--- src/common/digit_io_regs.svh ---
// register offsets, reset values, digit limit and timing for the digit display and switch scanner
// Summary of operation
// display drives digit data while enabled
// display accepts any 16-bit unsigned value
// one to five displayed digits
// decimal or hex digit conversion for display
// latch and data polarity selectable separately
// four data lines plus one latch per digit
// display round bounded by per-digit step time
// caller holds display enable for whole round
// timer source shows present current value
// switch result stored as word or bits
// switch result is 16-bit, five digits max
// decimal or hex switch digit interpretation
// four consecutive data inputs from first input
// one select output per switch digit
// read time is step times digits plus one
// caller holds read enable for whole read
// place nibble, then pulse that digit's latch
// select one digit, wait, then sample
// input filter time is software configurable
`ifndef DIGIT_IO_REGS_SVH
`define DIGIT_IO_REGS_SVH

`define ADDR_W        4
`define REG_CTRL      4'h0
`define REG_DIGITS    4'h1
`define REG_PINS      4'h2
`define REG_SOURCE    4'h3
`define REG_FILTER    4'h4
`define REG_RESULT    4'h5
`define REG_STATUS    4'h6

`define CTRL_RESET    8'h30
`define DIGITS_RESET  6'h24
`define PINS_RESET    15'h0120
`define FILTER_RESET  8'h04
`define DIGITS_MAX    5

`define CLK_NS             10
`define MS_NS              1000000
`define SEVEN_SEGMENT_OUTPUT_GAP_MS        10
`define SEVEN_SEGMENT_OUTPUT_SCAN_LIMIT_MS 5
`define SEVEN_SEGMENT_OUTPUT_SLOW_SCANS    3
`define READ_EXTRA_MS      3
`define READ_SLOW_SCANS    2

`endif

--- src/common/digit_io_pkg.sv ---
// types shared by the digit display and switch scanner
package digit_io_pkg;
    typedef struct packed {
        logic dest_bits;
        logic source_timer;
        logic data_phase_select;
        logic latch_phase_select;
        logic read_hex;
        logic seven_segment_output_hex;
        logic read_en;
        logic seven_segment_output_en;
    } ctrl_t;

    typedef struct packed {
        logic [2:0] read_digits;
        logic [2:0] seven_segment_output_digits;
    } digits_t;

    typedef struct packed {
        logic [4:0] first_in;
        logic [4:0] sel_first;
        logic [4:0] seven_segment_output_first;
    } pins_t;

    typedef enum logic [1:0] {SEVEN_SEGMENT_OUTPUT_IDLE, SEVEN_SEGMENT_OUTPUT_SETUP, SEVEN_SEGMENT_OUTPUT_STROBE} seven_segment_output_state_t;
    typedef enum logic [1:0] {SCAN_IDLE, SCAN_SELECT, SCAN_FINISH} scan_state_t;
endpackage

--- src/hdl/seg_display.sv ---
// digit sequencer: one nibble and one latch pulse per displayed digit
`timescale 1ns/1ps
`include "digit_io_regs.svh"
module seg_display (
    input  logic        clk,
    input  logic        sys_rst,
    input  logic        enable,
    input  logic        hex,
    input  logic [2:0]  digits,
    input  logic [15:0] value,
    input  logic [31:0] step,
    output logic [3:0]  nibble,
    output logic [4:0]  latch,
    output logic        busy
);
    digit_io_pkg::seven_segment_output_state_t state, next_state;
    logic [2:0]  idx, next_idx;
    logic [31:0] cnt, next_cnt;
    logic [15:0] value_q, next_value_q;
    logic [3:0]  next_nibble;
    logic [4:0]  next_latch;

    // one decimal or hex digit of the held value
    function automatic logic [3:0] digit_of(input logic [15:0] v, input logic [2:0] i,
                                            input logic h);
        logic [15:0] scaled;
        scaled = v >> {i, 2'b00};
        if (!h) begin
            unique case (i)
                3'h0: scaled = v % 16'd10;
                3'h1: scaled = (v / 16'd10) % 16'd10;
                3'h2: scaled = (v / 16'd100) % 16'd10;
                3'h3: scaled = (v / 16'd1000) % 16'd10;
                default: scaled = v / 16'd10000;
            endcase
        end
        return scaled[3:0];
    endfunction

    // half the step sets up the nibble, the other half holds the latch
    always_comb begin
        next_state   = state;
        next_idx     = idx;
        next_cnt     = cnt + 32'h1;
        next_value_q = value_q;
        next_nibble  = nibble;
        next_latch   = latch;
        unique case (state)
            digit_io_pkg::SEVEN_SEGMENT_OUTPUT_IDLE: begin
                next_cnt = '0;
                if (enable) begin
                    next_state   = digit_io_pkg::SEVEN_SEGMENT_OUTPUT_SETUP;
                    next_idx     = '0;
                    next_value_q = value;
                end
            end
            digit_io_pkg::SEVEN_SEGMENT_OUTPUT_SETUP: begin
                next_nibble = digit_of(value_q, idx, hex);
                if (cnt >= (step >> 1) - 32'h1) begin
                    next_state = digit_io_pkg::SEVEN_SEGMENT_OUTPUT_STROBE;
                    next_cnt   = '0;
                    next_latch = 5'(5'h1 << idx);
                end
            end
            digit_io_pkg::SEVEN_SEGMENT_OUTPUT_STROBE: begin
                if (cnt >= step - (step >> 1) - 32'h1) begin
                    next_latch = '0;
                    next_cnt   = '0;
                    next_state = digit_io_pkg::SEVEN_SEGMENT_OUTPUT_SETUP;
                    next_idx   = idx + 3'h1;
                    if (idx >= digits - 3'h1) begin
                        next_idx     = '0;
                        next_value_q = value;
                        if (!enable) begin
                            next_state = digit_io_pkg::SEVEN_SEGMENT_OUTPUT_IDLE;
                        end
                    end
                end
            end
        endcase
    end

    always_ff @(posedge clk or posedge sys_rst) begin
        if (sys_rst) begin
            state   <= digit_io_pkg::SEVEN_SEGMENT_OUTPUT_IDLE;
            idx     <= '0;
            cnt     <= '0;
            value_q <= '0;
            nibble  <= '0;
            latch   <= '0;
        end else begin
            state   <= next_state;
            idx     <= next_idx;
            cnt     <= next_cnt;
            value_q <= next_value_q;
            nibble  <= next_nibble;
            latch   <= next_latch;
        end
    end

    assign busy = (state != digit_io_pkg::SEVEN_SEGMENT_OUTPUT_IDLE);
endmodule

--- src/hdl/switch_scan.sv ---
// switch scanner: selects each digit, waits, samples its nibble, builds the result
`timescale 1ns/1ps
`include "digit_io_regs.svh"
module switch_scan (
    input  logic        clk,
    input  logic        sys_rst,
    input  logic        enable,
    input  logic        hex,
    input  logic [2:0]  digits,
    input  logic [3:0]  sample,
    input  logic [31:0] step,
    output logic [4:0]  select,
    output logic [15:0] result,
    output logic        done,
    output logic        busy
);
    digit_io_pkg::scan_state_t state, next_state;
    logic [2:0]  idx, next_idx;
    logic [31:0] cnt, next_cnt;
    logic [20:0] acc, next_acc;
    logic [16:0] weight, next_weight;
    logic [4:0]  next_select;
    logic [15:0] next_result;
    logic        next_done;

    // one step per digit plus one closing step before the result is stored
    always_comb begin
        next_state  = state;
        next_idx    = idx;
        next_cnt    = cnt + 32'h1;
        next_acc    = acc;
        next_weight = weight;
        next_select = select;
        next_result = result;
        next_done   = 1'b0;
        unique case (state)
            digit_io_pkg::SCAN_IDLE: begin
                next_cnt = '0;
                if (enable) begin
                    next_state  = digit_io_pkg::SCAN_SELECT;
                    next_idx    = '0;
                    next_acc    = '0;
                    next_weight = 17'h1;
                    next_select = 5'h1;
                end
            end
            digit_io_pkg::SCAN_SELECT: begin
                if (cnt >= step - 32'h1) begin
                    next_cnt    = '0;
                    next_acc    = acc + 21'(sample * weight);
                    next_weight = 17'(weight * (hex ? 17'h10 : 17'ha));
                    next_idx    = idx + 3'h1;
                    next_select = 5'(5'h1 << (idx + 3'h1));
                    if (idx >= digits - 3'h1) begin
                        next_state  = digit_io_pkg::SCAN_FINISH;
                        next_select = '0;
                    end
                end
            end
            digit_io_pkg::SCAN_FINISH: begin
                if (cnt >= step - 32'h1) begin
                    next_state  = digit_io_pkg::SCAN_IDLE;
                    next_result = (acc > 21'h00ffff) ? 16'hffff : acc[15:0];
                    next_done   = 1'b1;
                end
            end
        endcase
    end

    always_ff @(posedge clk or posedge sys_rst) begin
        if (sys_rst) begin
            state  <= digit_io_pkg::SCAN_IDLE;
            idx    <= '0;
            cnt    <= '0;
            acc    <= '0;
            weight <= 17'h1;
            select <= '0;
            result <= '0;
            done   <= 1'b0;
        end else begin
            state  <= next_state;
            idx    <= next_idx;
            cnt    <= next_cnt;
            acc    <= next_acc;
            weight <= next_weight;
            select <= next_select;
            result <= next_result;
            done   <= next_done;
        end
    end

    assign busy = (state != digit_io_pkg::SCAN_IDLE);
endmodule

--- src/hdl/digit_display_and_switch_scanner.sv ---
// top of the digit display driver and digital switch scanner with its register port
//
// Strobed register access and the address map were decided locally.
`timescale 1ns/1ps
`include "digit_io_regs.svh"
module digit_display_and_switch_scanner #(
    parameter int unsigned MS_CYCLES   = `MS_NS / `CLK_NS,
    parameter int unsigned SCAN_CYCLES = `MS_NS / `CLK_NS
) (
    input  logic                 clk,
    input  logic                 sys_rst,
    input  logic [`ADDR_W-1:0]   reg_addr,
    input  logic [15:0]          reg_wdata,
    input  logic                 reg_write,
    input  logic                 reg_read,
    output logic [15:0]          reg_rdata,
    input  logic [15:0]          timer_current_value,
    input  logic [31:0]          in_pins,
    output logic [31:0]          out_pins,
    output logic [15:0]          switch_bits
);
    // per-digit display step: slow scans take three scans, fast ones the gap plus one scan
    localparam int unsigned SEVEN_SEGMENT_OUTPUT_STEP =
        (SCAN_CYCLES < `SEVEN_SEGMENT_OUTPUT_SCAN_LIMIT_MS * MS_CYCLES) ?
        `SEVEN_SEGMENT_OUTPUT_GAP_MS * MS_CYCLES + SCAN_CYCLES : `SEVEN_SEGMENT_OUTPUT_SLOW_SCANS * SCAN_CYCLES;
    localparam int unsigned READ_SCAN_STEP = `READ_SLOW_SCANS * SCAN_CYCLES;

    digit_io_pkg::ctrl_t   ctrl, next_ctrl;
    digit_io_pkg::digits_t digits, next_digits;
    digit_io_pkg::pins_t   pins, next_pins;
    logic [15:0] source, next_source;
    logic [7:0]  filter, next_filter;
    logic [15:0] result, next_result;
    logic [15:0] next_switch_bits;
    logic        result_valid, next_result_valid;
    logic [15:0] next_rdata;
    logic [31:0] read_step, next_read_step;
    logic [31:0] filter_step;

    logic [31:0] in_meta;
    logic [31:0] in_sync;
    logic [31:0] next_out;

    logic [15:0] seven_segment_output_value;
    logic [3:0]  nibble;
    logic [4:0]  latch;
    logic        seven_segment_output_busy;
    logic [4:0]  select;
    logic [15:0] scan_result;
    logic        scan_done;
    logic        scan_busy;
    logic [3:0]  sample;

    logic [4:0]  seven_segment_output_mask;
    logic [4:0]  latch_line;
    logic [3:0]  data_line;
    logic [8:0]  seven_segment_output_field;

    // digit counts outside one to five are pulled into range on write
    function automatic logic [2:0] clamp_digits(input logic [2:0] d);
        logic [2:0] c;
        c = d;
        if (d == 3'h0) begin
            c = 3'h1;
        end else if (d > 3'(`DIGITS_MAX)) begin
            c = 3'(`DIGITS_MAX);
        end
        return c;
    endfunction

    // register writes, result capture and the read-data register
    always_comb begin
        next_ctrl         = ctrl;
        next_digits       = digits;
        next_pins         = pins;
        next_source       = source;
        next_filter       = filter;
        next_result       = result;
        next_switch_bits  = switch_bits;
        next_result_valid = result_valid;
        next_rdata        = '0;
        if (reg_write) begin
            unique case (reg_addr)
                `REG_CTRL:   next_ctrl = reg_wdata[7:0];
                `REG_DIGITS: begin
                    next_digits.seven_segment_output_digits = clamp_digits(reg_wdata[2:0]);
                    next_digits.read_digits = clamp_digits(reg_wdata[5:3]);
                end
                `REG_PINS:   next_pins = reg_wdata[14:0];
                `REG_SOURCE: next_source = reg_wdata;
                `REG_FILTER: next_filter = reg_wdata[7:0];
                default: ;
            endcase
        end
        if (reg_read) begin
            unique case (reg_addr)
                `REG_CTRL:   next_rdata = {8'h0, ctrl};
                `REG_DIGITS: next_rdata = {10'h0, digits};
                `REG_PINS:   next_rdata = {1'b0, pins};
                `REG_SOURCE: next_rdata = source;
                `REG_FILTER: next_rdata = {8'h0, filter};
                `REG_RESULT: next_rdata = result;
                `REG_STATUS: next_rdata = {13'h0, result_valid, scan_busy, seven_segment_output_busy};
                default:     next_rdata = '0;
            endcase
            // reading the result clears its valid flag
            if (reg_addr == `REG_RESULT) begin
                next_result_valid = 1'b0;
            end
        end
        if (scan_done) begin
            // a new result in the clearing cycle keeps the flag set
            next_result_valid = 1'b1;
            if (ctrl.dest_bits) begin
                next_switch_bits = scan_result;
            end else begin
                next_result = scan_result;
            end
        end
    end

    // read step is the longer of two scans and the filter plus settling time
    always_comb begin
        filter_step    = (32'(filter) + 32'(`READ_EXTRA_MS)) * MS_CYCLES;
        next_read_step = (READ_SCAN_STEP > filter_step) ? READ_SCAN_STEP : filter_step;
    end

    always_ff @(posedge clk or posedge sys_rst) begin
        if (sys_rst) begin
            ctrl         <= `CTRL_RESET;
            digits       <= `DIGITS_RESET;
            pins         <= `PINS_RESET;
            source       <= '0;
            filter       <= `FILTER_RESET;
            result       <= '0;
            switch_bits  <= '0;
            result_valid <= 1'b0;
            reg_rdata    <= '0;
            read_step    <= '0;
        end else begin
            ctrl         <= next_ctrl;
            digits       <= next_digits;
            pins         <= next_pins;
            source       <= next_source;
            filter       <= next_filter;
            result       <= next_result;
            switch_bits  <= next_switch_bits;
            result_valid <= next_result_valid;
            reg_rdata    <= next_rdata;
            read_step    <= next_read_step;
        end
    end

    // switch data lines come from another domain, so two flops before use
    always_ff @(posedge clk or posedge sys_rst) begin
        if (sys_rst) begin
            in_meta <= '0;
            in_sync <= '0;
        end else begin
            in_meta <= in_pins;
            in_sync <= in_meta;
        end
    end

    // timer source shows its live count, never its preset
    assign seven_segment_output_value = ctrl.source_timer ? timer_current_value : source;

    seg_display u_seven_segment_output (
        .clk     (clk),
        .sys_rst (sys_rst),
        .enable  (ctrl.seven_segment_output_en),
        .hex     (ctrl.seven_segment_output_hex),
        .digits  (digits.seven_segment_output_digits),
        .value   (seven_segment_output_value),
        .step    (SEVEN_SEGMENT_OUTPUT_STEP),
        .nibble  (nibble),
        .latch   (latch),
        .busy    (seven_segment_output_busy)
    );

    // four shared data inputs picked from the first configured input
    assign sample = 4'(in_sync >> pins.first_in);

    switch_scan u_scan (
        .clk     (clk),
        .sys_rst (sys_rst),
        .enable  (ctrl.read_en),
        .hex     (ctrl.read_hex),
        .digits  (digits.read_digits),
        .sample  (sample),
        .step    (read_step),
        .select  (select),
        .result  (scan_result),
        .done    (scan_done),
        .busy    (scan_busy)
    );

    // polarity and digit mask; unused latch positions stay free for other use
    always_comb begin
        seven_segment_output_mask  = 5'((6'h1 << digits.seven_segment_output_digits) - 6'h1);
        latch_line = ctrl.latch_phase_select ? latch : ~latch;
        data_line  = ctrl.data_phase_select ? nibble : ~nibble;
        seven_segment_output_field = {latch_line & seven_segment_output_mask, data_line};
        // blocks placed past the top of the bank are cut off there
        next_out   = (32'(seven_segment_output_field) << pins.seven_segment_output_first) |
                     (32'(select) << pins.sel_first);
    end

    always_ff @(posedge clk or posedge sys_rst) begin
        if (sys_rst) begin
            out_pins <= '0;
        end else begin
            out_pins <= next_out;
        end
    end
endmodule

--- config.mk ---
export PLATFORM = sky130hd
export DESIGN_NAME = digit_display_and_switch_scanner
export DESIGN_NICKNAME = d
export VERILOG_FILES = /design/src/common/digit_io_pkg.sv /design/src/hdl/seg_display.sv /design/src/hdl/switch_scan.sv /design/src/hdl/digit_display_and_switch_scanner.sv
export VERILOG_INCLUDE_DIRS = /design/src /design/src/common
export SDC_FILE = /design/constraint.sdc
export NUM_CORES = 1
export LEC_CHECK = 0
export BUFFER_PORTS_ARGS = -buffer_cell sky130_fd_sc_hd__buf_2
export CAP_MARGIN = 20
export CORE_ASPECT_RATIO = 1.4
export CORE_MARGIN = 2
export CORE_UTILIZATION = 30
export DETAILED_ROUTE_END_ITERATION = 7
export GPL_TIMING_DRIVEN = 0
export PLACE_DENSITY = 0.41
export SETUP_SLACK_MARGIN = 0.5
export SLEW_MARGIN = 30
export SYNTH_ARGS = -nofsm -noshare
export SYNTH_HDL_FRONTEND = slang
export SYNTH_SLANG_ARGS = --single-unit
export TNS_END_PERCENT = 1
--- constraint.sdc ---
create_clock -name clk -period 36.4 [get_ports clk]
set_clock_uncertainty 0.2 [all_clocks]
set_input_delay 3.64 -clock clk [delete_from_list [all_inputs] [get_ports clk]]
set_output_delay 3.64 -clock clk [all_outputs]
set_load 0.01 [all_outputs]
Word level (Yosys, flattened, before mapping)
Cells that the tools add are included.
Word-level totals
  register bits after elaboration: 383
  latch bits: 0
  memory bits (writable): 0
  ROM bits: 0
  output and inout bits: 64
  memories kept: 0
Operators by class
  add/subtract/negate cells: 10
  multipliers: 3
  div/mod/pow operators: 8
  $lt $le $gt $ge: 8
  equality and inequality tests: 21
  shift-type cells: 7
  muxes and demuxes: 58
  bitwise operators: 5
  reduce and logical (&&, ||, !) cells: 29
Operator list (count)
  one-hot mux 32 bit (2 select lines): 2
  one-hot mux 16 bit (7 select lines): 1
  2-to-1 mux 16 bit: 6
  adder 32 x 1 -> 32 bit, second input constant: 2
  modulo 16 x 4 -> 16 bit, second input constant: 4
  2-to-1 mux 32 bit: 2
  2-to-1 mux 21 bit: 2
  one-hot mux 21 bit (2 select lines): 1
  2-to-1 mux 5 bit: 7
  2-to-1 mux 17 bit: 2
  one-hot mux 17 bit (2 select lines): 1
  greater-or-equal comparator 32 x 20 -> 1 bit, second input constant: 1
  greater-or-equal comparator 32 bit: 1
  bitwise OR 32 bit: 1
  one-hot mux 16 bit (2 select lines): 1
  left shift 5 x 5 -> 32 bit: 1
  left shift 9 x 5 -> 32 bit: 1
  right shift 32 x 5 -> 4 bit: 1
  2-to-1 mux 3 bit: 9
  subtractor 26 x 1 -> 27 bit, second input constant: 1
  greater-than comparator 18 x 26 -> 1 bit, first input constant: 1
  2-to-1 mux 26 bit: 1
  adder 21 bit: 1
  greater-than comparator 21 x 16 -> 1 bit, second input constant: 1
  other kinds (43): 98

Depth between registers and ports, before layout
  word-level depth: 5
  depth in mapped cells: 132

Cells and area by module
From an unflattened synthesis, not the netlist that was laid out.
Unflattened totals
  cells, all modules: 3815
  area total of the unflattened synthesis: 34519.4 um^2
By module, submodules not included
  seg_display: times used 1, cells each 1754, area an instance 13366.6 um^2, seq. area each 1551.5 um^2
  digit_display_and_switch_scanner: times used 1, cells each 977, area an instance 11579.9 um^2, seq. area each 5489.0 um^2
  switch_scan: times used 1, cells each 1084, area an instance 9572.9 um^2, seq. area each 2428.6 um^2

Least setup slack after synthesis
OpenSTA, ideal clock, no wires.
  path type: reg2reg
  start: register u_seven_segment_output.idx[0]
  end: register u_seven_segment_output.nibble[2]
  library setup time: 0.078 ns
  data arrival time: 26.462 ns
  data required time: 36.123 ns
  setup slack: 9.661 ns
  cell stages (with the launch flop): 120
  buffers on the path: 6
  period minus slack after synthesis: 26.739 ns
  cells stage by stage: dfrtp_1 clkbuf_1 inv_1 ha_1 nor2b_1 inv_1 nand2_1 clkbuf_1 ha_1 o21a_1 or3_1 o22ai_1 ha_1 o211ai_1 nand3b_1 a31oi_2 o21ai_0 o21ai_0 [84 not listed] ha_1 a21o_1 a21o_1 a21o_1 or2_2 o31ai_2 and3_1 clkbuf_1 o21ai_0 ha_1 or4_1 nand3_1 a21oi_1 o31a_1 o211a_1 or4b_1 o311a_1 a21oi_1
On the way
  word-level cells in the longest chain between the ends: 3
  elaborated cells between the ends (all ways): 7
RTL lines
  start, declared: RTL line seg_display.sv:17  | logic [2:0] idx, next_idx;
  start signal, assigned: RTL line seg_display.sv:93  | idx <= next_idx;
  branches (longest 2 deep; another with right shift 16 x 5 -> 4 bit)
  2-to-1 mux 4 bit *: RTL line seg_display.sv:28  | if (!h) begin
  end signal, assigned: RTL line seg_display.sv:96  | nibble <= next_nibble;
  end, declared: RTL line seg_display.sv:12  | output logic [3:0] nibble,
Every way passes the cells marked *.
A chain may end at the register's enable or synchronous reset.

Final worst setup path
Ends and elaborated chain as after synthesis.

==> results.py <==
metrics = {
    "outcome": {
        "status": "finished clean",
    },
    "cells_and_area": {
        "final-seq-area_um2": 9469,
        "multi_input_area_um2": 18980,
        "area_growth_pct": 13.44,
        "fin_area_um2": 33710,
        "mostFrequentLayoutCells": "370 x dfrtp_1, 327 x nand2_1, 266 x ha_1",
        "final_common_cell": "dfrtp_1",
        "finalNetCount": 3828,
        "final-instance-count-excl-fill": 4767,
        "nFillCells": 10358,
        "drive_above_1_share": 0.1265,
    },
    "die": {
        "die_x_um": 270,
        "core-area_um2": 98180,
        "die_height_um": 376.4,
        "io_pins": 136,
        "core.rowCount": 136,
        "die_area_um2": 101600,
        "start_util": 0.3027,
    },
    "clock_network": {
        "ctsRootBufferMaster": "clkbuf_16",
        "clockBufferDepth": 3,
        "clk_latency_ns": 0.58,
        "clock-sinks": 378,
        "cts_resized": 0,
        "ctsHoldBuffers": 0,
        "cts_made_buffers": 42,
        "cts_tree": "yes",
        "post_cts_buffers": 0,
        "cts-htree-levels": 2,
        "clk_pin_slew_ns": 0.06,
    },
    "routing": {
        "met1_length_um": 38270,
        "post-route-drc-count": 0,
        "vias": 23975,
        "vias_per_cell": 5.029,
        "highest_layer": "met5",
        "drt_pass1_iterations": 5,
        "drtAntennaViolNets": 0,
        "drtIter0Drc": 1166,
        "wirelength_um": 91130,
        "wl_met3_um": 2724,
        "wl_met2_um": 47530,
        "post_drt_wl_per_cell_um": 19.12,
    },
    "worst_setup_path": {
        "critical_path_class": "flip-flop to flip-flop",
        "slowest_delay_ns": 0.75,
        "worst-path-buf-inv": 11,
        "critPathMaxFanout": 21,
        "cp-end-kind": "flip-flop",
        "critPathLaunchType": "flip-flop",
        "startpoint": "u_seven_segment_output.idx[0]",
        "cpLargestDelayFamily": "compound AO/OA/AOI/OAI gates",
        "r2r_start": "u_seven_segment_output.idx[0]",
        "worstPathArrival_ns": 32.78,
        "path_common_cell": "ha_1",
        "critPathSlowestCell": "o31ai_1",
        "worstPathRequired_ns": 36.70,
    },
    "sta": {
        "rsz0062_at_grt": "no",
        "finalHoldViolations": 0,
        "final-setup-viol-count": 0,
        "min_period_ns": 32.48,
        "drv_slew": 0,
        "worstMarginPinSlew_ns": 0.9542,
        "timing.slew.headroom": 0.3639,
        "setup_tns_ns": 0,
        "fin_crit_sh": 0.8923,
        "max_freq_mhz": 30.79,
    },
    "placed_design": {
        "place_hpwl_um": 73150,
        "io_buffers": 134,
        "dpl-instance-area_um2": 32230,
        "dp.cells": 4691,
        "gp_congestion": 0.8624,
    },
    "hold_path": {
        "hold_class": "flip-flop to flip-flop",
        "holdCritStartpoint": "in_meta[20]",
    },
    "run": {
        "max_cap_violations": 0,
    },
    "logic_synthesis": {
        "synth_edf_count": 0,
        "syn_area_per_cell_um2": 9.200,
        "yosys_warnings": 0,
        "syn_inst": 3230,
        "ys_seq_area_frac": 0.3186,
        "synth_area_leaders": "dfrtp_1 31%, ha_1 11%, fa_1 4.4%",
        "synth-main-ff-cell": "dfrtp_1",
        "ys_seq_elements": 378,
        "async_flop_share": 1.000,
        "synth_top_area_frac": 0.3116,
        "yosysUniqueCellTypes": 108,
        "yosysTopAreaCell": "dfrtp_1",
        "synth_area_um2": 29720,
    },
    "grt": {
        "grt_pass1_wl_um": 144100,
        "grt_overflow_total": 0,
        "grt_max_degree": 87,
        "antenna_found_initial": 11,
        "grt_usage": 0.1795,
        "grt_pass1_vias": 24844,
    },
}
==> final cells by class <==
class / instances / share of cell area
flip-flops and latches: 378 / 0.2809
multi-input cells: 2511 / 0.5631
repair buffers: 139 / 0.02375
clock inverters: 20 / 0.008425
well taps: 1311 / 0.04866
clock buffers: 54 / 0.03522
diodes: 2 / 0.0001485
plain buffers: 145 / 0.01655
inverters: 207 / 0.02327
==> flip-flops by register name, summed over array words and instances (netlist names), 15 cells and up <==
| signal | flops |
|---|---|
| u_seven_segment_output.cnt | 32 |
| u_scan.result | 16 |
| u_scan.weight | 17 |
| switch_bits | 16 |
| source | 16 |
| result | 16 |
| in_meta | 32 |
| pins | 15 |
| read_step | 21 |
| out_pins | 32 |
| in_sync | 32 |
| u_seven_segment_output.value_q | 16 |
| u_scan.acc | 21 |
| u_scan.cnt | 32 |
| reg_rdata | 16 |
==> metrics by stage <==
stage	hold WS [ns]	util	setup WS (ns)
floorplan	0.1312	-	9.661
finish	0.1409	0.3433	3.921
global placement	0.1314	0.3266	2.515
global route	0.1530	0.3433	0.9222
CTS	0.1414	0.3433	3.503
detailed placement	0.1347	0.3283	3.618
==> layer usage <==
metal / GRT usage / up-vias
met3: 0.02135 / 135
met1: 0.2137 / 11620
met5: 0 / -
li1: - / 11847
met4: 0.05178 / 16
met2: 0.3356 / 357
==> cells in the mapped netlist (8+ instances only) <==
library cell / instances
mux2_2: 115
o21ai_0: 187
nand2_1: 327
fa_1: 66
o31ai_1: 17
a21oi_1: 176
nand3_1: 57
xnor2_1: 120
o211ai_1: 15
o31a_1: 9
o22ai_1: 22
nand4_1: 18
nor4_1: 22
mux4_2: 33
dfstp_2: 8
nor3_1: 62
nor2_1: 263
a31oi_1: 21
and2_1: 31
nor3b_1: 11
a22oi_1: 10
or2_2: 21
xor2_1: 79
ha_1: 266
o21a_1: 26
nor2b_1: 51
a211o_1: 11
a222oi_1: 13
mux2i_1: 65
a21o_1: 53
or3_1: 27
nand2b_1: 48
inv_1: 205
a211oi_1: 22
dfrtp_1: 370
o21bai_1: 36
and3_1: 25
clkbuf_1: 136
==> path summary, 6_finish.rpt <==
kind	cells after the start	to	slack, ns
max in group asynchronous	5	digits[2]	31.46
min in group asynchronous	2	in_meta[9]	2.90
min	0	in_sync[20]	0.14
min reg2reg	0	in_sync[20]	0.14
max reg2reg	122	u_seven_segment_output.nibble[2]	3.92
max	122	u_seven_segment_output.nibble[2]	3.92
==> cell families (layout without fill, tap and decap cells) <==
kind of cell	count (synthesis)	in the layout	synth area share
simple gates	1008	1008	0.1626
compound gates	743	743	0.1665
flops	378	378	0.3186
buf+inv	352	565	0.04476
fa+ha+maj	335	335	0.1575
mux	214	214	0.09124
xor+xnor	199	199	0.05865
other cells	1	14	0.0001262
Power is left out: the tool's default activity adds up to more than one toggle a clock period on the data nets, which glitch-free logic cannot reach.
